$ cat src/design/serial_audio_pkg.sv
package serial_audio_pkg;

  // Register offsets on the control port
  localparam logic [6:0] CTRL1_OFS       = 7'h01;
  localparam logic [6:0] FORMAT_OFS      = 7'h03;
  localparam logic [6:0] INT1_STATUS_OFS = 7'h0d;
  localparam logic [6:0] STRAP_OFS       = 7'h0e;
  localparam logic [6:0] ID_OFS          = 7'h7f;

  // Control register 1 fields
  localparam int MUTE_BIT  = 0;
  localparam int RUN_BIT   = 1;
  localparam int ROUTE_BIT = 2;
  localparam logic [7:0] CTRL1_RST  = 8'h00;
  localparam logic [7:0] FORMAT_RST = 8'h00;

  // Status fields
  localparam int SLIP_BIT     = 5;
  localparam int STRAP_ADDR   = 0;
  localparam int STRAP_HWMODE = 1;
  localparam int STRAP_RUN    = 2;

  // Resolution encodings and their word lengths
  localparam logic [1:0] RES_24  = 2'b00;
  localparam logic [1:0] RES_20  = 2'b01;
  localparam logic [1:0] RES_16  = 2'b10;
  localparam logic [1:0] RES_AES = 2'b11;
  localparam logic [5:0] LEN_24  = 6'd24;
  localparam logic [5:0] LEN_20  = 6'd20;
  localparam logic [5:0] LEN_16  = 6'd16;
  localparam logic [5:0] LEN_AES = 6'd28;

  // Timing, clk runs at 256 Fs
  localparam int         CLK_PERIOD_PS   = 4000;
  localparam logic [2:0] EVAL_DELAY_CYC  = 3'd4;
  localparam logic [6:0] HALF_BITS_LO    = 7'd32;
  localparam logic [6:0] HALF_BITS_HI    = 7'd64;
  localparam logic [7:0] BLK_START_FIRST = 8'd2;
  localparam logic [7:0] BLK_START_LEN   = 8'd16;

  typedef struct packed {
    logic        portMasterSelect;
    logic        bitClockRateSelect;
    logic [1:0]  wordResolutionSelect;
    logic        justifySelect;
    logic        firstBitDelay;
    logic        bitClockPolarity;
    logic        frameClockPolarity;
  } out_format_t;

  typedef struct packed {
    logic [23:0] left;
    logic [23:0] right;
    logic [2:0]  vucLeft;
    logic [2:0]  vucRight;
    logic        blockZ;
  } audio_frame_t;

  typedef enum logic [2:0] {ST_STRAP, ST_IDLE, ST_LOCK, ST_RUN} run_state_t;

endpackage

$ cat src/design/pin_sync.sv
module pin_sync #(
  parameter int W = 1
) (
  input  wire logic         clk,
  input  wire logic [W-1:0] d,
  output logic      [W-1:0] q
);
  logic [W-1:0] meta_r;

  // No reset: pins must keep flowing while reset is held for strap capture
  always_ff @(posedge clk) begin
    meta_r <= d;
    q      <= meta_r;
  end
endmodule

$ cat src/design/audio_fifo.sv
module audio_fifo #(
  parameter int WIDTH = 8,
  parameter int DEPTH = 32
) (
  input  wire logic             clk,
  input  wire logic             sys_rst,
  input  wire logic             inValid,
  output logic                  inReady,
  input  wire logic [WIDTH-1:0] inData,
  output logic                  outValid,
  input  wire logic             outReady,
  output logic      [WIDTH-1:0] outData
);
  localparam int AW = $clog2(DEPTH);

  if (DEPTH < 2 || (1 << AW) != DEPTH) begin : g_chk
    $error("audio_fifo DEPTH must be a power of two of at least 2");
  end

  logic [WIDTH-1:0] mem [DEPTH];
  logic [AW-1:0]    wrPtr_r;
  logic [AW-1:0]    rdPtr_r;
  logic [AW:0]      count_r;
  logic [AW:0]      count_nxt;
  logic             push;
  logic             pop;

  assign push      = inValid && inReady;
  assign pop       = outValid && outReady;
  assign count_nxt = count_r + (AW+1)'(push) - (AW+1)'(pop);
  assign outValid  = count_r != '0;
  assign outData   = mem[rdPtr_r];

  always_ff @(posedge clk) begin
    if (push) begin
      mem[wrPtr_r] <= inData;
    end
  end

  always_ff @(posedge clk) begin
    if (sys_rst) begin
      wrPtr_r <= '0;
      rdPtr_r <= '0;
      count_r <= '0;
      inReady <= 1'b0;
    end else begin
      wrPtr_r <= wrPtr_r + AW'(push);
      rdPtr_r <= rdPtr_r + AW'(pop);
      count_r <= count_nxt;
      inReady <= count_nxt != (AW+1)'(DEPTH);
    end
  end
endmodule

$ cat src/design/serial_audio_output_port.sv
module serial_audio_output_port
  import serial_audio_pkg::*;
#(
  parameter int         FIFO_DEPTH = 32,
  parameter logic [3:0] PART_ID    = 4'h5,  // Arbitrary value
  parameter logic [3:0] REVISION   = 4'h1   // Arbitrary value
) (
  input  wire logic         clk,
  input  wire logic         sys_rst,
  input  wire logic         pllLocked,
  input  wire logic         preambleZ,
  input  wire logic         preambleX,
  input  wire logic         inValid,
  output logic              inReady,
  input  wire audio_frame_t inFrame,
  input  wire logic [6:0]   regAddr,
  input  wire logic         regWrEn,
  input  wire logic [7:0]   regWrData,
  input  wire logic         regRdEn,
  output logic      [7:0]   regRdData,
  input  wire logic         outputFrameClockIn,
  output logic              outputFrameClockOut,
  output logic              outputFrameClockOe,
  input  wire logic         outputBitClockIn,
  output logic              outputBitClockOut,
  output logic              outputBitClockOe,
  input  wire logic         serialDataOutSense,
  output logic              serialDataOut,
  output logic              serialDataOutOe,
  input  wire logic         generalOutTwoSense,
  output logic              generalOutTwo,
  output logic              generalOutTwoOe,
  output logic              blockStartOut,
  output logic              hardwareMode,
  output logic              addrStrapBit
);
  if (FIFO_DEPTH < 2) begin : g_chk
    $error("FIFO_DEPTH too small");
  end

  // Synchronised pins
  logic [3:0]   pinSync;
  logic         fcSync;
  logic         bcSync;
  logic         sdSense;
  logic         gpSense;

  // Registers and state
  out_format_t  fmt_r;
  logic [7:0]   ctrl1_r;
  logic         slip_r;
  logic         slip_nxt;
  run_state_t   state_r;
  run_state_t   state_nxt;
  logic         enabled_r;
  logic [7:0]   frameCnt_r;
  logic         fcPrev_r;
  logic         bcPrev_r;
  logic [6:0]   slaveBit_r;
  audio_frame_t hold_r;
  logic         holdValid_r;
  logic [2:0]   evalCnt_r;
  logic [1:0]   edgeCnt_r;
  logic         holdoff_r;
  logic         primed_r;
  logic [7:0]   blkCnt_r;
  logic         blkSeen_r;

  // Decoded terms
  logic         isMaster;
  logic         muteOn;
  logic         rjEff;
  logic         fcEdge;
  logic         activeEdge;
  logic         shiftEdge;
  logic         popNow;
  logic         fifoValid;
  audio_frame_t fifoData;
  audio_frame_t cur;
  logic         halfM;
  logic         fcM;
  logic         bcM;
  logic [6:0]   bitIdxM;
  logic [6:0]   bitIdx;
  logic         halfSel;
  logic [6:0]   halfBits;
  logic [23:0]  sample;
  logic [2:0]   vuc;
  logic [31:0]  word;
  logic [5:0]   resBits;
  logic         dataBit;
  logic         evalNow;
  logic         slipEvent;
  logic         slipSet;
  logic         rdClear;
  logic         blkNxt;
  logic [7:0]   rdMux;

  pin_sync #(.W(4)) u_sync (
    .clk (clk),
    .d   ({outputFrameClockIn, outputBitClockIn, serialDataOutSense, generalOutTwoSense}),
    .q   (pinSync)
  );
  assign {fcSync, bcSync, sdSense, gpSense} = pinSync;

  audio_fifo #(.WIDTH($bits(audio_frame_t)), .DEPTH(FIFO_DEPTH)) u_fifo (
    .clk      (clk),
    .sys_rst  (sys_rst),
    .inValid  (inValid),
    .inReady  (inReady),
    .inData   (inFrame),
    .outValid (fifoValid),
    .outReady (popNow),
    .outData  (fifoData)
  );

  // Bit picker, left or right aligned within one half frame
  function automatic logic pick_bit(input logic [31:0] w, input logic [5:0] len,
                                    input logic [6:0] k, input logic [6:0] hb,
                                    input logic rj, input logic dly);
    logic [6:0] pos;
    logic [6:0] j;
    logic [6:0] idx;
    logic       b;
    pos = 7'(k - 7'(dly));
    j   = 7'(hb - 7'd1 - k);
    idx = 7'(7'd32 - 7'(len) + j);
    b   = 1'b0;
    if (rj) begin
      if (k < hb && j < 7'(len)) begin
        b = w[idx[4:0]];
      end
    end else if (k >= 7'(dly) && pos < 7'(len)) begin
      b = w[5'(7'd31 - pos)];
    end
    return b;
  endfunction

  // Run and strap sequencing
  always_comb begin
    state_nxt = state_r;
    case (state_r)
      ST_STRAP: state_nxt = ST_IDLE;
      ST_IDLE:  if (ctrl1_r[RUN_BIT]) state_nxt = ST_LOCK;
      ST_LOCK: begin
        if (!ctrl1_r[RUN_BIT]) state_nxt = ST_IDLE;
        else if (pllLocked) state_nxt = ST_RUN;
      end
      ST_RUN: begin
        if (!ctrl1_r[RUN_BIT]) state_nxt = ST_IDLE;
        else if (!pllLocked) state_nxt = ST_LOCK;
      end
      default:  state_nxt = ST_STRAP;
    endcase
  end

  always_ff @(posedge clk) begin
    if (sys_rst) begin
      state_r   <= ST_STRAP;
      enabled_r <= 1'b0;
    end else begin
      state_r   <= state_nxt;
      enabled_r <= state_nxt == ST_RUN;
    end
  end

  // Straps are read one cycle after release, from pins that were inputs
  always_ff @(posedge clk) begin
    if (sys_rst) begin
      hardwareMode <= 1'b0;
      addrStrapBit <= 1'b0;
    end else if (state_r == ST_STRAP) begin
      hardwareMode <= !sdSense;
      addrStrapBit <= gpSense;
    end
  end

  // Register port
  assign rdClear = regRdEn && regAddr == INT1_STATUS_OFS;
  assign rdMux   = (regAddr == CTRL1_OFS)       ? ctrl1_r :
                   (regAddr == FORMAT_OFS)      ? fmt_r :
                   (regAddr == INT1_STATUS_OFS) ? 8'(slip_r) << SLIP_BIT :
                   (regAddr == STRAP_OFS)       ? {5'h00, enabled_r, hardwareMode,
                                                   addrStrapBit} :
                   (regAddr == ID_OFS)          ? {PART_ID, REVISION} :
                   8'h00;

  always_ff @(posedge clk) begin
    if (sys_rst) begin
      ctrl1_r   <= CTRL1_RST;
      fmt_r     <= FORMAT_RST;
      regRdData <= 8'h00;
    end else begin
      if (regWrEn && regAddr == CTRL1_OFS) ctrl1_r <= regWrData;
      if (regWrEn && regAddr == FORMAT_OFS) fmt_r <= regWrData;
      regRdData <= regRdEn ? rdMux : 8'h00;
    end
  end

  // Master timing from the 256 Fs count
  assign isMaster = fmt_r.portMasterSelect;
  assign muteOn   = ctrl1_r[MUTE_BIT] || !enabled_r;
  assign rjEff    = fmt_r.justifySelect && isMaster;
  assign halfM    = frameCnt_r[7];
  assign fcM      = halfM ^ !fmt_r.frameClockPolarity;
  assign bcM      = fmt_r.bitClockRateSelect ? frameCnt_r[0] : frameCnt_r[1];
  assign bitIdxM  = fmt_r.bitClockRateSelect ? {1'b0, frameCnt_r[6:1]}
                                             : {2'b00, frameCnt_r[6:2]};

  // Slave edges, only on synchronised copies
  assign fcEdge     = fcSync != fcPrev_r;
  assign activeEdge = fcEdge && fcSync == !fmt_r.frameClockPolarity;
  assign shiftEdge  = bcSync != bcPrev_r && bcSync == fmt_r.bitClockPolarity;

  always_ff @(posedge clk) begin
    if (sys_rst) begin
      frameCnt_r <= 8'h00;
      fcPrev_r   <= 1'b0;
      bcPrev_r   <= 1'b0;
      slaveBit_r <= 7'd0;
    end else begin
      frameCnt_r <= (enabled_r && isMaster) ? frameCnt_r + 8'd1 : 8'h00;
      fcPrev_r   <= fcSync;
      bcPrev_r   <= bcSync;
      if (fcEdge) slaveBit_r <= 7'd0;
      else if (shiftEdge && slaveBit_r != 7'h7f) slaveBit_r <= slaveBit_r + 7'd1;
    end
  end

  // Frame buffer; an empty FIFO repeats the previous frame
  assign popNow = enabled_r && (isMaster ? frameCnt_r == 8'h00 : activeEdge);
  assign cur    = (popNow && fifoValid) ? fifoData : hold_r;

  always_ff @(posedge clk) begin
    if (sys_rst) begin
      hold_r      <= '0;
      holdValid_r <= 1'b0;
    end else if (popNow && fifoValid) begin
      hold_r      <= fifoData;
      holdValid_r <= 1'b1;
    end
  end

  // Word assembly
  assign bitIdx   = isMaster ? bitIdxM : slaveBit_r;
  assign halfSel  = isMaster ? halfM : fcSync == fmt_r.frameClockPolarity;
  assign halfBits = fmt_r.bitClockRateSelect ? HALF_BITS_HI : HALF_BITS_LO;
  assign sample   = halfSel ? cur.right : cur.left;
  assign vuc      = halfSel ? cur.vucRight : cur.vucLeft;
  assign word     = (fmt_r.wordResolutionSelect == RES_24) ? {sample, 8'h00} :
                    (fmt_r.wordResolutionSelect == RES_20) ? {sample[23:4], 12'h000} :
                    (fmt_r.wordResolutionSelect == RES_16) ? {sample[23:8], 16'h0000} :
                    {sample, vuc, cur.blockZ && !halfSel, 4'h0};
  assign resBits  = (fmt_r.wordResolutionSelect == RES_24) ? LEN_24 :
                    (fmt_r.wordResolutionSelect == RES_20) ? LEN_20 :
                    (fmt_r.wordResolutionSelect == RES_16) ? LEN_16 : LEN_AES;
  assign dataBit  = pick_bit(word, resBits, bitIdx, halfBits, rjEff, fmt_r.firstBitDelay);

  // Pin drivers; enables stay low until straps are captured
  always_ff @(posedge clk) begin
    if (sys_rst) begin
      outputFrameClockOut <= 1'b0;
      outputFrameClockOe  <= 1'b0;
      outputBitClockOut   <= 1'b0;
      outputBitClockOe    <= 1'b0;
      serialDataOut       <= 1'b0;
      serialDataOutOe     <= 1'b0;
      generalOutTwo       <= 1'b0;
      generalOutTwoOe     <= 1'b0;
    end else begin
      outputFrameClockOut <= enabled_r && isMaster && fcM;
      outputFrameClockOe  <= enabled_r && isMaster;
      outputBitClockOut   <= enabled_r && isMaster && (bcM ^ fmt_r.bitClockPolarity);
      outputBitClockOe    <= enabled_r && isMaster;
      serialDataOut       <= !muteOn && holdValid_r && dataBit;
      serialDataOutOe     <= state_r != ST_STRAP;
      generalOutTwo       <= ctrl1_r[ROUTE_BIT] && blkNxt;
      generalOutTwoOe     <= state_r != ST_STRAP;
    end
  end

  // Slip and repeat check, a few cycles after each Z or X preamble
  assign evalNow   = evalCnt_r == 3'd1;
  assign slipEvent = edgeCnt_r != 2'd1;
  // One suppressed evaluation after an event absorbs jitter at the crossing
  assign slipSet   = evalNow && enabled_r && !isMaster && primed_r && slipEvent
                     && !holdoff_r;
  assign slip_nxt  = slipSet || (slip_r && !rdClear);

  always_ff @(posedge clk) begin
    if (sys_rst) begin
      evalCnt_r <= 3'd0;
      edgeCnt_r <= 2'd0;
      holdoff_r <= 1'b0;
      primed_r  <= 1'b0;
      slip_r    <= 1'b0;
    end else begin
      if (preambleZ || preambleX) evalCnt_r <= EVAL_DELAY_CYC;
      else if (evalCnt_r != 3'd0) evalCnt_r <= evalCnt_r - 3'd1;
      if (evalNow) edgeCnt_r <= {1'b0, activeEdge};
      else if (activeEdge && edgeCnt_r != 2'd3) edgeCnt_r <= edgeCnt_r + 2'd1;
      if (evalNow) holdoff_r <= slipEvent && !holdoff_r;
      if (evalNow) primed_r <= enabled_r && !isMaster;
      slip_r <= slip_nxt;
    end
  end

  // Block start, counted in received frames since the Z preamble
  assign blkNxt = blkSeen_r && blkCnt_r >= BLK_START_FIRST
                  && blkCnt_r < BLK_START_FIRST + BLK_START_LEN;

  always_ff @(posedge clk) begin
    if (sys_rst) begin
      blkCnt_r      <= 8'h00;
      blkSeen_r     <= 1'b0;
      blockStartOut <= 1'b0;
    end else begin
      if (preambleZ) begin
        blkCnt_r  <= 8'h00;
        blkSeen_r <= 1'b1;
      end else if (preambleX && blkCnt_r != 8'hff) begin
        blkCnt_r <= blkCnt_r + 8'd1;
      end
      blockStartOut <= blkNxt;
    end
  end
endmodule

$ cat config.mk
export PLATFORM = sky130hd
export DESIGN_NAME = serial_audio_output_port
export DESIGN_NICKNAME = d
export VERILOG_FILES = /design/src/design/serial_audio_pkg.sv /design/src/design/pin_sync.sv /design/src/design/audio_fifo.sv /design/src/design/serial_audio_output_port.sv
export SDC_FILE = /design/constraint.sdc
export NUM_CORES = 2
export LEC_CHECK = 0
export BUFFER_PORTS_ARGS = -buffer_cell sky130_fd_sc_hd__buf_2
export CORE_UTILIZATION = 45
export CTS_CLUSTER_DIAMETER = 150
export CTS_CLUSTER_SIZE = 12
export DETAILED_ROUTE_END_ITERATION = 10
export GPL_ROUTABILITY_DRIVEN = 0
export SLEW_MARGIN = 10
export SYNTH_ARGS = -nofsm -noshare
export SYNTH_HDL_FRONTEND = slang
export SYNTH_SLANG_ARGS = --single-unit
$ cat constraint.sdc
create_clock -name clk -period 9.5 [get_ports clk]
set_clock_uncertainty 0.2 [all_clocks]
set_input_delay 1.425 -clock clk [delete_from_list [all_inputs] [get_ports clk]]
set_output_delay 1.425 -clock clk [all_outputs]
set_load 0.1 [all_outputs]
==> flow_metrics.tcl <==
set metrics [dict create \
    insertion_delay_ns 0.82 \
    ctsResizeCount 0 \
    fillers 13300 \
    crit_end "serialDataOut" \
    path_clk_slew_ns 0.06 \
    p_leak_uw 0.0251 \
    finalCriticalPeriod_ns 5.02 \
    route.met3.wl_um 14200 \
    crit_path_start "isMaster" \
    grt_pass1_wl_um 277000 \
    status "complete, but fails checks" \
    p_per_area_mw_per_mm2 197 \
    clk_path_buf_depth 3 \
    numCtsBuffers 177 \
    worstPathRequired_ns 10.02 \
    wl_met1_um 83100 \
    maxCapViolCount 0 \
    synth-edff-count 1760 \
    seq_area_mm2 0.0559 \
    drt_iter0_markers 4607 \
    tns_ns 0 \
    antenna_found_initial 7 \
    core_area_mm2 0.165 \
    synth_nets 4000 \
    highest_layer "met5" \
    fmax_mhz 199 \
    post-place-ws_ns 4.48 \
    layout_common_cells "1760 x edfxtp_1, 301 x mux4_2, 230 x mux2i_1" \
    cp-start-kind "flop" \
    wl_met2_um 91900 \
    cts_root_buffer "clkbuf_16" \
    slew_headroom 0.198 \
    path_common_cell "buf_4" \
    worstSetupPathType "flop to flop" \
    regToRegSetupSlack_ns 4.48 \
    cp_slowest_stage_delay_ns 0.85 \
    slowest_stage "dfxtp_1" \
    grt_max_degree 128 \
    synthCells 3884 \
    ir_worst_vdd_mv 0.145 \
    gr-total-overflow 0 \
    synth_ff_type "edfxtp_1" \
    post-cts-setup-buffers 0 \
    finalHoldViolCount 0 \
    async_reset_ff_frac 0 \
    reg2reg_depth 12 \
    setup_viol 0 \
    worstPathBufferInverterCount 3 \
    cp.depth 12 \
    tightestPinTransition_ns 1.20 \
    crit_chain "nor3b_1 -> and4b_1 -> nor2_4 -> buf_4 -> inv_4 -> buf_4 -> o211ai_1 -> and2_1 -> mux4_2 -> mux2i_1 -> a32oi_1 -> a32o_1" \
    viasPerCell 6.11 \
    htreeDepth 4 \
    nNetsFinal 4134 \
    drive_above_1_share 0.196 \
    dp_hpwl_um 108000 \
    synth-seq-cells 1912 \
    num_vias 38400 \
    antenna_cells 0 \
    cp_max_fo 67 \
    area_growth_pct 10.2 \
    io_buffers 101 \
    die_h_um 410 \
    layout_worst_path_cycle_share 0.529 \
    multi_input_area_mm2 0.0176 \
    path_delay_family "buffers and inverters" \
    avgSynthCellArea_um2 19.3 \
    ys_seq_area_frac 0.747 \
    dieArea_mm2 0.168 \
    syn-cell-area_mm2 0.0749 \
    drt_pre_antenna_iters 9 \
    wirelength_um 194000 \
    clock-sinks 1912 \
    start_util 0.454 \
    worstReg2RegEnd "serialDataOut" \
    crit_arrival_ns 5.54 \
    grt_pass1_vias 38000 \
    cts_tree "yes" \
    wire_per_inst_um 30.9 \
    violations "design-rule violations" \
    pin_count 102 \
    drc 24 \
    fin_ws_ns 4.48 \
    die_x_um 410 \
    drv_slew 0 \
    ys_warn_count 0 \
    crit-reg2reg-launch "isMaster" \
    grt.total_usage 0.230 \
    row_count 149 \
    synth.distinct_cells 92 \
    drtAntennaViolNets 0 \
    rsz0062_at_grt "no" \
    holdBufCountCts 0 \
    final_common_cell "edfxtp_1" \
    hold_path.class "flop to flop" \
    end_kind "flop" \
]
==> cell families (layout without fill, tap and decap cells) <==
logic type | Yosys count | count (layout) | synth area share
other | 1 | 1 | 0.0000501
muxes | 612 | 612 | 0.139
xor gates and xnor gates | 38 | 38 | 0.00445
AOI/OAI and AO/OA | 468 | 468 | 0.0473
and+or+nand+nor | 556 | 556 | 0.0349
DFF | 1912 | 1912 | 0.747
buffers and inverters | 263 | 473 | 0.0215
adders and majority gates | 34 | 34 | 0.00588
==> layout make-up <==
| class | instances | area share |
|---|---|---|
| sequential | 1912 | 0.678 |
| multi-input combinational | 1709 | 0.214 |
| tap | 2189 | 0.0332 |
| inverter | 37 | 0.00173 |
| timing repair buffer | 181 | 0.0142 |
| clock buffer | 240 | 0.0568 |
| clock inverter | 15 | 0.00297 |
==> sequential cells by signal (all words and copies together) (netlist names), 2 cells and up <==
name            cells
u_sync.q            4
u_fifo.rdPtr_r      5
hold_r             55
u_fifo.mem       1760
edgeCnt_r           2
state_r             3
slaveBit_r          7
regRdData           8
frameCnt_r          8
fmt_r               7
evalCnt_r           3
u_fifo.count_r      6
blkCnt_r            8
u_sync.meta_r       4
u_fifo.wrPtr_r      5
ctrl1_r             8
==> metrics by stage <==
step | utilization | hold WS (ns) | area [um2] | power, uW | cells
after floorplan | - | 0.110 | 74900 | 9740 | 3884
after global placement | 0.470 | 0.114 | 77600 | 10000 | 6028
after detailed placement | 0.470 | 0.114 | 77600 | 10000 | 6028
after CTS | 0.500 | 0.130 | 82500 | 16400 | 6283
after global routing | 0.500 | 0.133 | 82500 | 16700 | 6283
final | 0.500 | 0.126 | 82500 | 16300 | 6283
==> cell usage after synthesis (all sizes together) (11+ instances only) <==
cell / count / area [um2]
mux2: 52 / 586
o221ai: 29 / 254
a311oi: 14 / 129
dfxtp: 152 / 3040
mux4: 330 / 7540
and2: 11 / 68.8
a21oi: 53 / 269
o21ai: 33 / 165
a32oi: 11 / 96.3
o22ai: 50 / 313
edfxtp: 1760 / 52900
clkbuf: 87 / 347
a221oi: 54 / 504
nor3: 28 / 140
xor2: 18 / 158
a211oi: 22 / 170
nor2: 205 / 769
ha: 32 / 400
o211a: 21 / 210
a31oi: 30 / 188
xnor2: 20 / 175
buf: 139 / 1130
inv: 34 / 128
nand3: 79 / 400
mux2i: 230 / 2300
nand2: 128 / 480
a22oi: 49 / 368
nor2b: 17 / 106
o211ai: 52 / 405
==> metal layers <==
layer,vias to the layer above,global-route usage
met5,-,0
met4,10,0.0580
met3,278,0.0411
met2,1526,0.367
met1,20400,0.329
li1,16200,-
==> worst min-delay path by stage <==
stage               slack (ns)  cells after the start             start          end
floorplan                 0.11                      0  u_sync.meta_r[0]  u_sync.q[0]
global placement          0.11                      0  u_sync.meta_r[2]  u_sync.q[2]
detailed placement        0.11                      0  u_sync.meta_r[1]  u_sync.q[1]
CTS                       0.13                      0  u_sync.meta_r[2]  u_sync.q[2]
global route              0.13                      0  u_sync.meta_r[2]  u_sync.q[2]
finish                    0.13                      0  u_sync.meta_r[2]  u_sync.q[2]
==> power by group <==
part | internal [uW] | switching [uW]
logic | 142 | 402
registers | 9280 | 25.6
clock network | 3430 | 3000
total | 12800 | 3430
(Power assumes the default switching activity.)
